===== config.mk =====
export PLATFORM = sky130hd
export DESIGN_NAME = tpw_timer
export DESIGN_NICKNAME = d
export VERILOG_FILES = /design/src/logic/tpw_pkg.sv /design/src/logic/tpw_flag.sv /design/src/logic/tpw_timer.sv
export SDC_FILE = /design/constraint.sdc
export NUM_CORES = 1
export LEC_CHECK = 0
export ABC_AREA = 0
export BUFFER_PORTS_ARGS = -buffer_cell sky130_fd_sc_hd__clkbuf_2
export CAP_MARGIN = 10
export CORE_MARGIN = 4
export CORE_UTILIZATION = 59
export DETAILED_ROUTE_END_ITERATION = 10
export PLACE_DENSITY = 0.78
export SYNTH_ARGS = -nofsm -noshare
export SYNTH_HDL_FRONTEND = slang
export SYNTH_SLANG_ARGS = --single-unit

===== constraint.sdc =====
create_clock -name ref_clk -period 4.9 [get_ports ref_clk]
set_input_delay 0.735 -clock ref_clk [delete_from_list [all_inputs] [get_ports ref_clk]]
set_output_delay 0.735 -clock ref_clk [all_outputs]
set_load 0.03 [all_outputs]

===== src/logic/tpw_pkg.sv =====
package tpw_pkg;

    // Register byte addresses; each 8-bit register sits in the low byte of one word.
    localparam logic [11:0] OFS_SC        = 12'h000;
    localparam logic [11:0] OFS_CNTH      = 12'h004;
    localparam logic [11:0] OFS_CNTL      = 12'h008;
    localparam logic [11:0] OFS_MODH      = 12'h00C;
    localparam logic [11:0] OFS_MODL      = 12'h010;
    localparam logic [11:0] OFS_CH_BASE   = 12'h020;
    localparam logic [11:0] OFS_CH_STRIDE = 12'h010;
    localparam logic [1:0]  CH_SUB_SC     = 2'h0;
    localparam logic [1:0]  CH_SUB_VH     = 2'h1;
    localparam logic [1:0]  CH_SUB_VL     = 2'h2;

    // Main status/control fields.
    localparam int SC_FLAG    = 7;
    localparam int SC_IE      = 6;
    localparam int SC_CENTRE_ALIGNED_PWM    = 5;
    localparam int SC_CLKS_LO = 3;
    localparam int SC_PS_LO   = 0;

    // Channel status/control fields.
    localparam int CSC_FLAG   = 7;
    localparam int CSC_IE     = 6;
    localparam int CSC_MS_LO  = 4;
    localparam int CSC_ELS_LO = 2;

    // Reset values and counter landmarks.
    localparam logic [6:0]  SC_CTL_RST  = 7'h00;
    localparam logic [4:0]  CSC_CTL_RST = 5'h00;
    localparam logic [15:0] MOD_RST     = 16'h0000;
    localparam logic [15:0] CNT_ZERO    = 16'h0000;
    localparam logic [15:0] CNT_TOP     = 16'hFFFF;
    localparam logic [15:0] CNT_PRE_TOP = 16'hFFFE;
    localparam int          NCH_DEF     = 2;

    typedef enum logic [1:0] {
        TPW_CAPTURE,
        TPW_COMPARE,
        TPW_EDGE_PWM,
        TPW_CENTRE_PWM
    } tpw_chmode_e;

    function automatic tpw_chmode_e tpw_chan_mode(input logic centre_aligned_pwm, input logic [1:0] ms);
        if (centre_aligned_pwm) begin
            return TPW_CENTRE_PWM;
        end
        unique case (ms)
            2'h0:    return TPW_CAPTURE;
            2'h1:    return TPW_COMPARE;
            default: return TPW_EDGE_PWM;
        endcase
    endfunction : tpw_chan_mode

endpackage : tpw_pkg


===== src/logic/tpw_flag.sv =====
`timescale 1ns/1ns
module tpw_flag (
    // Clock and reset.
    input  wire logic ref_clk,
    input  wire logic nrst,
    // Event and software access.
    input  wire logic set_evt,
    input  wire logic rd_hit,
    input  wire logic wr_hit,
    input  wire logic wr_val,
    // Flag state.
    output logic      flag
);

    logic armed;

    // A read only arms the clear while the flag is seen set; any new event disarms it.
    always_ff @(posedge ref_clk or negedge nrst) begin
        if (!nrst) begin
            armed <= 1'b0;
        end else if (set_evt) begin
            armed <= 1'b0;
        end else if (rd_hit && flag) begin
            armed <= 1'b1;
        end else if (wr_hit) begin
            armed <= 1'b0;
        end
    end

    // The event wins over a clearing write in the same cycle so it is never lost.
    always_ff @(posedge ref_clk or negedge nrst) begin
        if (!nrst) begin
            flag <= 1'b0;
        end else if (set_evt) begin
            flag <= 1'b1;
        end else if (wr_hit && !wr_val && armed) begin
            flag <= 1'b0;
        end
    end
endmodule : tpw_flag


===== src/logic/tpw_timer.sv =====
// Our own choices: the register addresses and register access over APB.
`timescale 1ns/1ns
// What this block does
// Overflow flag on modulo to zero wrap
// Free-running: overflow flag on FFFF to zero
// Centre-aligned: overflow flag at top reversal
// Interrupt level while flag and enable set
// Flag clears by read-set then write zero
// Event between steps restarts clear sequence
// Capture flag on selected edge
// Compare flag on counter equal value
// Edge PWM flag at duty end match
// Centre PWM flag at both matches
// Counter write clears counter and prescaler
// Halt reads of counter show live value
// Halt writes reset counter read latch
// Halt channel reads live; control write resets
// Capture mode ignores channel value writes
// Compare loads buffer at next counter tick
// PWM loads buffer at modulo minus one step
// Centre PWM value equal modulo: full duty
// Centre PWM modulo minus one: near full
// Zero to non-zero waits new period
// Non-zero to zero finishes current period
// Halt control write resets modulo write latch
// No clock: load on second byte write
// Channel control write drops pending value
// Event beats simultaneous clearing write
module tpw_timer
    import tpw_pkg::*;
#(
    parameter int NCH = NCH_DEF
) (
    // Clock and reset.
    input  wire logic             ref_clk,
    input  wire logic             nrst,
    // APB slave.
    input  wire logic             psel,
    input  wire logic             penable,
    input  wire logic             pwrite,
    input  wire logic [11:0]      paddr,
    input  wire logic [31:0]      pwdata,
    output logic      [31:0]      prdata,
    output logic                  pready,
    output logic                  pslverr,
    // Chip status.
    input  wire logic             background_debug_halt,
    // Channel pins and interrupt.
    input  wire logic [NCH-1:0]   chan_in,
    output logic      [NCH-1:0]   chan_out,
    output logic                  irq
);

    ////////////////////////////////////////////////////////////////////////////////
    // Bus decode.

    logic        acc;
    logic        wr;
    logic        rd;
    logic [7:0]  wbyte;
    logic        wr_sc;
    logic        rd_sc;
    logic        wr_cnt;
    logic        rd_cnt;
    logic        wr_modh;
    logic        wr_modl;
    logic        halt;
    logic        mapped;
    logic [NCH-1:0] wr_csc;
    logic [NCH-1:0] rd_csc;
    logic [NCH-1:0] wr_vh;
    logic [NCH-1:0] wr_vl;
    logic [NCH-1:0] rd_cv;
    logic [NCH-1:0] ch_hit;

    assign acc     = psel && penable;
    assign wr      = acc && pwrite;
    assign rd      = acc && !pwrite;
    assign wbyte   = pwdata[7:0];
    assign halt    = background_debug_halt;
    assign wr_sc   = wr && (paddr == OFS_SC);
    assign rd_sc   = rd && (paddr == OFS_SC);
    assign wr_cnt  = wr && ((paddr == OFS_CNTH) || (paddr == OFS_CNTL));
    assign rd_cnt  = rd && ((paddr == OFS_CNTH) || (paddr == OFS_CNTL));
    assign wr_modh = wr && (paddr == OFS_MODH);
    assign wr_modl = wr && (paddr == OFS_MODL);

    for (genvar i = 0; i < NCH; i++) begin : g_dec
        localparam logic [11:0] BASE = 12'(OFS_CH_BASE + i * OFS_CH_STRIDE);
        assign ch_hit[i] = (paddr[11:4] == BASE[11:4]) && (paddr[1:0] == 2'h0)
                           && (paddr[3:2] != 2'h3);
        assign wr_csc[i] = wr && ch_hit[i] && (paddr[3:2] == CH_SUB_SC);
        assign rd_csc[i] = rd && ch_hit[i] && (paddr[3:2] == CH_SUB_SC);
        assign wr_vh[i]  = wr && ch_hit[i] && (paddr[3:2] == CH_SUB_VH);
        assign wr_vl[i]  = wr && ch_hit[i] && (paddr[3:2] == CH_SUB_VL);
        assign rd_cv[i]  = rd && ch_hit[i] && (paddr[3:2] != CH_SUB_SC);
    end

    assign mapped  = (paddr == OFS_SC) || (paddr == OFS_CNTH) || (paddr == OFS_CNTL)
                     || (paddr == OFS_MODH) || (paddr == OFS_MODL) || (|ch_hit);
    assign pready  = 1'b1;
    assign pslverr = acc && !mapped;

    ////////////////////////////////////////////////////////////////////////////////
    // Main control, prescaler and counter.

    logic [6:0]  sc_ctl;
    logic        ovf_ie;
    logic        centre_aligned_pwm;
    logic [1:0]  clks;
    logic [2:0]  ps;
    logic [6:0]  div;
    logic [6:0]  ps_top;
    logic        tick;
    logic [15:0] cnt;
    logic        cnt_up;
    logic        cnt_moved;
    logic [15:0] mod;
    logic        wrap_now;
    logic        rev_now;
    logic        tof_evt;
    logic        ovf_flag;
    logic [15:0] load_pt;
    logic        pwm_load;

    assign ovf_ie   = sc_ctl[SC_IE];
    assign centre_aligned_pwm     = sc_ctl[SC_CENTRE_ALIGNED_PWM];
    assign clks     = sc_ctl[SC_CLKS_LO +: 2];
    assign ps       = sc_ctl[SC_PS_LO +: 3];
    assign ps_top   = 7'((8'h01 << ps) - 8'h01);
    assign tick     = (clks != 2'h0) && !halt && (div == ps_top);
    assign wrap_now = !centre_aligned_pwm && (((mod != MOD_RST) && (cnt == mod)) || (cnt == CNT_TOP));
    assign rev_now  = centre_aligned_pwm && cnt_up && (cnt >= mod);
    assign tof_evt  = tick && (wrap_now || rev_now);
    assign load_pt  = (mod == MOD_RST) ? CNT_PRE_TOP : 16'(mod - 16'h0001);
    assign pwm_load = tick && cnt_up && (cnt == load_pt);

    always_ff @(posedge ref_clk or negedge nrst) begin
        if (!nrst) begin
            sc_ctl <= SC_CTL_RST;
        end else if (wr_sc) begin
            sc_ctl <= wbyte[6:0];
        end
    end

    // The divider freezes with the counter while the chip is halted.
    always_ff @(posedge ref_clk or negedge nrst) begin
        if (!nrst) begin
            div <= 7'h00;
        end else if (wr_cnt || tick || (clks == 2'h0)) begin
            div <= 7'h00;
        end else if (!halt) begin
            div <= 7'(div + 7'h01);
        end
    end

    always_ff @(posedge ref_clk or negedge nrst) begin
        if (!nrst) begin
            cnt    <= CNT_ZERO;
            cnt_up <= 1'b1;
        end else if (wr_cnt) begin
            cnt    <= CNT_ZERO;
            cnt_up <= 1'b1;
        end else if (!centre_aligned_pwm) begin
            cnt_up <= 1'b1;
            if (tick) begin
                cnt <= wrap_now ? CNT_ZERO : 16'(cnt + 16'h0001);
            end
        end else if (tick) begin
            if (rev_now) begin
                cnt_up <= 1'b0;
                cnt    <= 16'(cnt - 16'h0001);
            end else if (!cnt_up && (cnt == CNT_ZERO)) begin
                cnt_up <= 1'b1;
                cnt    <= 16'(cnt + 16'h0001);
            end else begin
                cnt    <= cnt_up ? 16'(cnt + 16'h0001) : 16'(cnt - 16'h0001);
            end
        end
    end

    always_ff @(posedge ref_clk or negedge nrst) begin
        if (!nrst) begin
            cnt_moved <= 1'b0;
        end else begin
            cnt_moved <= tick && !wr_cnt;
        end
    end

    tpw_flag u_ovf_flag (
        .ref_clk (ref_clk),
        .nrst    (nrst),
        .set_evt (tof_evt),
        .rd_hit  (rd_sc),
        .wr_hit  (wr_sc),
        .wr_val  (wbyte[SC_FLAG]),
        .flag    (ovf_flag)
    );

    ////////////////////////////////////////////////////////////////////////////////
    // Modulo pair and counter read coherency.

    logic [15:0] mod_buf;
    logic        mod_hi_w;
    logic        mod_lo_w;
    logic        cnt_lat_v;
    logic [15:0] cnt_lat;
    logic [15:0] cnt_rd;

    // The second byte of either order completes the pair.
    always_ff @(posedge ref_clk or negedge nrst) begin
        if (!nrst) begin
            mod      <= MOD_RST;
            mod_buf  <= MOD_RST;
            mod_hi_w <= 1'b0;
            mod_lo_w <= 1'b0;
        end else if (wr_sc) begin
            mod_hi_w <= 1'b0;
            mod_lo_w <= 1'b0;
        end else if (wr_modh) begin
            mod_buf[15:8] <= wbyte;
            mod_hi_w      <= !mod_lo_w;
            mod_lo_w      <= 1'b0;
            if (mod_lo_w) begin
                mod <= {wbyte, mod_buf[7:0]};
            end
        end else if (wr_modl) begin
            mod_buf[7:0] <= wbyte;
            mod_lo_w     <= !mod_hi_w;
            mod_hi_w     <= 1'b0;
            if (mod_hi_w) begin
                mod <= {mod_buf[15:8], wbyte};
            end
        end
    end

    // First byte read snapshots the pair; the other byte then comes from the snapshot.
    always_ff @(posedge ref_clk or negedge nrst) begin
        if (!nrst) begin
            cnt_lat_v <= 1'b0;
            cnt_lat   <= CNT_ZERO;
        end else if (wr_cnt || (wr_sc && halt)) begin
            cnt_lat_v <= 1'b0;
        end else if (rd_cnt && !halt) begin
            cnt_lat_v <= !cnt_lat_v;
            cnt_lat   <= cnt;
        end
    end

    assign cnt_rd = (halt || !cnt_lat_v) ? cnt : cnt_lat;

    ////////////////////////////////////////////////////////////////////////////////
    // Channels.

    logic [NCH-1:0]        ch_flag;
    logic [NCH-1:0]        ch_ie;
    logic [NCH-1:0][4:0]   csc_ctl;
    logic [NCH-1:0][15:0]  cv;
    logic [NCH-1:0][15:0]  cv_rd;

    for (genvar i = 0; i < NCH; i++) begin : g_ch
        tpw_chmode_e mode;
        logic [1:0]  els;
        logic [2:0]  pin_sync;
        logic        pin_prev;
        logic        cap_evt;
        logic        match_evt;
        logic [15:0] vbuf;
        logic        vb_hi_w;
        logic        vb_lo_w;
        logic        pend;
        logic        load_ok;
        logic        lat_v;
        logic [15:0] lat;
        logic [15:0] per_val;
        logic        edge_aligned_pwm_lvl;
        logic        centre_aligned_pwm_lvl;

        assign ch_ie[i] = csc_ctl[i][4];
        assign mode     = tpw_chan_mode(centre_aligned_pwm, csc_ctl[i][3:2]);
        assign els      = csc_ctl[i][1:0];

        always_ff @(posedge ref_clk or negedge nrst) begin
            if (!nrst) begin
                csc_ctl[i] <= CSC_CTL_RST;
            end else if (wr_csc[i]) begin
                csc_ctl[i] <= {wbyte[CSC_IE], wbyte[CSC_MS_LO +: 2], wbyte[CSC_ELS_LO +: 2]};
            end
        end

        // Pin passes three flops; pin_prev compares the second against the third.
        always_ff @(posedge ref_clk or negedge nrst) begin
            if (!nrst) begin
                pin_sync <= 3'h0;
            end else begin
                pin_sync <= {pin_sync[1:0], chan_in[i]};
            end
        end
        assign pin_prev = pin_sync[2];

        assign cap_evt = (mode == TPW_CAPTURE) &&
                         ((els[0] && pin_sync[1] && !pin_prev) ||
                          (els[1] && !pin_sync[1] && pin_prev));
        assign match_evt = cnt_moved && (mode != TPW_CAPTURE) && (cnt == cv[i]);

        always_ff @(posedge ref_clk or negedge nrst) begin
            if (!nrst) begin
                vbuf    <= CNT_ZERO;
                vb_hi_w <= 1'b0;
                vb_lo_w <= 1'b0;
                pend    <= 1'b0;
            end else if (wr_csc[i]) begin
                vb_hi_w <= 1'b0;
                vb_lo_w <= 1'b0;
                pend    <= 1'b0;
            end else if (mode == TPW_CAPTURE) begin
                vb_hi_w <= 1'b0;
                vb_lo_w <= 1'b0;
                pend    <= 1'b0;
            end else if (wr_vh[i] || wr_vl[i]) begin
                if (wr_vh[i]) begin
                    vbuf[15:8] <= wbyte;
                end else begin
                    vbuf[7:0]  <= wbyte;
                end
                vb_hi_w <= wr_vh[i] ? !vb_lo_w : 1'b0;
                vb_lo_w <= wr_vl[i] ? !vb_hi_w : 1'b0;
                if ((wr_vh[i] && vb_lo_w) || (wr_vl[i] && vb_hi_w)) begin
                    pend <= 1'b1;
                end
            end else if (load_ok) begin
                pend <= 1'b0;
            end
        end

        // A load strobe that lands on a new byte write is skipped; pend stays set and the next load strobe takes it.
        always_comb begin
            if (clks == 2'h0) begin
                load_ok = pend;
            end else if (mode == TPW_COMPARE) begin
                load_ok = pend && tick;
            end else begin
                load_ok = pend && pwm_load;
            end
        end

        always_ff @(posedge ref_clk or negedge nrst) begin
            if (!nrst) begin
                cv[i] <= CNT_ZERO;
            end else if (cap_evt) begin
                cv[i] <= cnt;
            end else if (load_ok && !wr_csc[i] && !wr_vh[i] && !wr_vl[i]) begin
                cv[i] <= vbuf;
            end
        end

        always_ff @(posedge ref_clk or negedge nrst) begin
            if (!nrst) begin
                lat_v <= 1'b0;
                lat   <= CNT_ZERO;
            end else if (wr_csc[i] && halt) begin
                lat_v <= 1'b0;
            end else if (rd_cv[i] && !halt) begin
                lat_v <= !lat_v;
                lat   <= cv[i];
            end
        end
        assign cv_rd[i] = (halt || !lat_v) ? cv[i] : lat;

        // The centre duty is sampled at the top so a new setting waits a full period.
        always_ff @(posedge ref_clk or negedge nrst) begin
            if (!nrst) begin
                per_val <= CNT_ZERO;
            end else if (mode != TPW_CENTRE_PWM) begin
                per_val <= cv[i];
            end else if (tof_evt) begin
                per_val <= cv[i];
            end
        end

        assign edge_aligned_pwm_lvl = cnt < cv[i];
        assign centre_aligned_pwm_lvl = (per_val != CNT_ZERO) && !per_val[15] &&
                          ((cnt < per_val) || (per_val >= mod));

        always_ff @(posedge ref_clk or negedge nrst) begin
            if (!nrst) begin
                chan_out[i] <= 1'b0;
            end else if (mode == TPW_EDGE_PWM) begin
                chan_out[i] <= edge_aligned_pwm_lvl ^ els[0];
            end else if (mode == TPW_CENTRE_PWM) begin
                chan_out[i] <= centre_aligned_pwm_lvl ^ els[0];
            end else begin
                chan_out[i] <= 1'b0;
            end
        end

        tpw_flag u_ch_flag (
            .ref_clk (ref_clk),
            .nrst    (nrst),
            .set_evt (cap_evt || match_evt),
            .rd_hit  (rd_csc[i]),
            .wr_hit  (wr_csc[i]),
            .wr_val  (wbyte[CSC_FLAG]),
            .flag    (ch_flag[i])
        );

    end

    ////////////////////////////////////////////////////////////////////////////////
    // Interrupt and read data.

    assign irq = (ovf_flag && ovf_ie) || (|(ch_flag & ch_ie));

    always_comb begin
        prdata = 32'h0000_0000;
        if (paddr == OFS_SC) begin
            prdata[7:0] = {ovf_flag, sc_ctl};
        end else if (paddr == OFS_CNTH) begin
            prdata[7:0] = cnt_rd[15:8];
        end else if (paddr == OFS_CNTL) begin
            prdata[7:0] = cnt_rd[7:0];
        end else if (paddr == OFS_MODH) begin
            prdata[7:0] = mod[15:8];
        end else if (paddr == OFS_MODL) begin
            prdata[7:0] = mod[7:0];
        end
        for (int i = 0; i < NCH; i++) begin
            if (ch_hit[i] && (paddr[3:2] == CH_SUB_SC)) begin
                prdata[7:0] = {ch_flag[i], csc_ctl[i], 2'h0};
            end else if (ch_hit[i] && (paddr[3:2] == CH_SUB_VH)) begin
                prdata[7:0] = cv_rd[i][15:8];
            end else if (ch_hit[i]) begin
                prdata[7:0] = cv_rd[i][7:0];
            end
        end
    end
endmodule : tpw_timer


==> run_results.csv <==
group,metric,value,unit
layout,fin_util,66.7,%
clocking,cts_resized,0,
layout,final_cells,1970,
layout,synthToLayoutAreaGrowth,10.3,%
layout,num_antenna_cells,0,
detailed_routing,drt-total-wl,47800,um
timing,skew,0.0128,ns
clocking,insertion_delay,0.55,ns
power,ir_worst_vdd,0.258,mV
setup_path,reg2reg_depth,12,
setup_path,critPathLaunchType,"input pin",
detailed_routing,antenna_left,0,
setup_path,arrival,3.70,ns
layout,mostFrequentLayoutCells,"242 x dfrtp_1, 125 x nand2_1, 114 x ha_1",
clocking,htree_levels,1,
power,power_frac_clock,51.8,%
global_route,grt_pass1_vias,12600,
power,combinationalPowerShare,3.5,%
setup_path,slowest_delay,0.56,ns
detailed_routing,wl_met1,19000,um
clocking,numClockSinks,243,
synthesis,post_synth_num_cell_types,80,
flow_run,drv_cap,0,
detailed_routing,wl_met2,21400,um
layout,multi_input_area,8420,um^2
global_route,grt_remaining_overflow,0,
die,die_height,169,um
placed_design,hpwl,33700,um
die,fp.dieArea,28600,um^2
timing,setup_tns,0,ns
clocking,cts_tree,"built",
timing,timing.final.ws_setup,0.465,ns
layout,final_common_cell,"dfrtp_1",
setup_path,cp.required,4.16,ns
status,status,"finished clean",
setup_path,reg2reg_from,"mod[1]$_DFFE_PN0P_",
synthesis,netlist_instances,1594,
timing,period_minus_slack,4.43,ns
synthesis,synth_flop_cell,"dfrtp_1",
die,io_pins,89,
layout,fillers,1941,
power,p_leak,8.18,nW
detailed_routing,dr.pass1.iters,7,
clocking,path_clk_slew,0.06,ns
setup_path,cp_max_fo,9,
setup_path,crit_slowest_cell,"or4_1",
global_route,antenna_found_initial,0,
die,start_util,60.4,%
die,die_x,169,um
detailed_routing,route.met3.wl,5190,um
power,switching_share,21.9,%
placed_design,dp.cells,1922,
synthesis,async_flop_share,100,%
clocking,cts_made_buffers,28,
timing,max_freq,0.226,GHz
timing,hold_viol_final,0,
detailed_routing,wl_per_cell,24.3,um
setup_path,regToRegSetupSlack,0.60,ns
setup_path,r2r-end,"cv[13]$_DFFE_PN0P_",
placed_design,pre_cts_ws,0.586,ns
detailed_routing,drt_iter0_drc,1572,
clocking,cts-root-buf,"clkbuf_16",
clocking,clock_path_buffers,3,
detailed_routing,highest_layer,"met4",
timing,slew_viol_final,0,
timing,slew_headroom,30.0,%
timing,finalCritPeriodShare,90.5,%
timing,worst_pin_slew,1.05,ns
detailed_routing,vias,13100,
setup_path,worstSetupEndpointType,"output pin",
power,p_int,0.00353,W
detailed_routing,vias_per_cell,6.63,
die,rows,58,
global_route,grt_pass1_wl,73500,um
timing,grt_setup_unrepaired,"no",
setup_path,path_cells,"clkbuf_2 -> or4_1 -> nor3_1 -> nand2b_1 -> nor2_1 -> a31oi_1 -> a2111oi_0 -> a31oi_1 -> clkbuf_2",
placed_design,place_congestion,1.01,
layout,final_layout_size_suffix_gt1_share,16.0,%
power,p_switching,0.000987,W
synthesis,ys_ff_latch,243,
synthesis,yosys_warnings,0,
synthesis,synth.cell_area,15300,um^2
power,powerDensity,267,nW/um^2
synthesis,seq_area_frac_synth,39.7,%
setup_path,crit_type,"in2out",
clocking,post-cts-setup-buffer-count,0,
layout,final_net_count,1788,
die,coreArea,25300,um^2
synthesis,synth_edf_count,0,
power,seqPwrFrac,44.6,%
placed_design,port_buffers,39,
timing,setup_violations,0,
clocking,ctsHoldBuffers,0,
detailed_routing,drc,0,
global_route,grt_max_degree,120,
layout,regArea,6080,um^2
min_path,hold_class,"in2async",
synthesis,syn_avg_cell_area,9.60,um^2
global_route,gr-usage-all-layers,33.1,%
## Yosys cell counts, types with 15 or more instances
| library cell | number | area [um^2] |
|---|---|---|
| clkbuf_1 | 68 | 255 |
| a21oi_1 | 98 | 490 |
| nor3_1 | 36 | 180 |
| nor2b_1 | 17 | 106 |
| ha_1 | 114 | 1430 |
| a31oi_1 | 22 | 138 |
| nand3_1 | 42 | 210 |
| and3_1 | 19 | 119 |
| mux2_2 | 110 | 1240 |
| nand2b_1 | 15 | 93.8 |
| inv_1 | 100 | 375 |
| o21ai_0 | 69 | 345 |
| buf_4 | 26 | 195 |
| a21o_1 | 41 | 308 |
| dfrtp_1 | 242 | 6060 |
| xnor2_1 | 19 | 166 |
| nor2_1 | 103 | 387 |
| a211oi_1 | 18 | 135 |
| nand4_1 | 32 | 200 |
| nand2_1 | 125 | 469 |
| mux2i_1 | 78 | 781 |
## power groups by stage
stage | logic, W | registers (W) | clock network (W)
after floorplan | 0.0000866 | 0.00205 | 0
after global placement | 0.000155 | 0.00205 | 0
after detailed placement | 0.000157 | 0.00205 | 0
after CTS | 0.000157 | 0.00202 | 0.00235
after global routing | 0.000172 | 0.00201 | 0.00244
final | 0.000158 | 0.00202 | 0.00234
## sequential cells by signal, summed over array words and instances, names as in the netlist, 2 cells and up
signal                cells
cv                       32
g_ch.lat                 32
g_ch.per_val             32
g_ch.vbuf                32
cnt                      16
cnt_lat                  16
mod                      16
mod_buf                  16
csc_ctl                   8
div                       7
sc_ctl                    7
g_ch.pin_sync             6
ch_ie                     2
chan_out                  2
g_ch.lat_v                2
g_ch.pend                 2
g_ch.u_ch_flag.armed      2
g_ch.u_ch_flag.flag       2
g_ch.vb_hi_w              2
g_ch.vb_lo_w              2
## through the flow
step	instance area [um^2]	hold slack [ns]	total power, W
after CTS	16900	0.293	0.00453
final	16900	0.289	0.00451
after floorplan	15400	0.331	0.00214
after global placement	15900	0.333	0.00221
after global routing	16900	0.297	0.00462
after detailed placement	15900	0.339	0.00221
## critical path, delay by kind of cell
kind | cells | cell delay (ns)
buffers and inverters | 2 | 0.30
AND/OR/NAND/NOR | 4 | 1.79
AO/OA/AOI/OAI | 3 | 0.87
## routing by layer
metal | up-vias | track usage [%]
met5 | - | 0
met4 | 0 | 12.9
met3 | 153 | 6.38
met2 | 759 | 51.3
met1 | 6380 | 46.2
li1 | 5762 | -
## how the worst max path moves through the flow
stage	end	slack [ns]	start
after floorplan	prdata[2]	1.34	paddr[9]
after global placement	prdata[5]	0.67	paddr[9]
after detailed placement	prdata[5]	0.59	paddr[9]
after CTS	prdata[5]	0.59	paddr[9]
after global routing	cv[12]$_DFFE_PN0P_	0.38	mod[1]$_DFFE_PN0P_
final	prdata[2]	0.47	paddr[9]
## cell type report
type | instances | area share (%)
multi-input combinational | 1163 | 49.8
inverter | 101 | 2.24
clock inverter | 11 | 1.40
timing repair buffer | 85 | 3.41
sequential | 243 | 36.0
tap | 330 | 2.44
clock buffer | 37 | 4.65
## logic make-up (layout without fill, tap and decap cells)
kind of cell	after synthesis	in the layout	share of synthesized area (%)
buffers and inverters	211	234	5.95
muxes	192	192	13.7
adders and majority gates	114	114	9.32
and+or+nand+nor	454	454	14.8
AOI/OAI and AO/OA	353	353	15.0
other	2	25	0.0491
xor gates and xnor gates	25	25	1.43
DFF	243	243	39.7
Note: power is estimated with default switching activity, not from simulation.
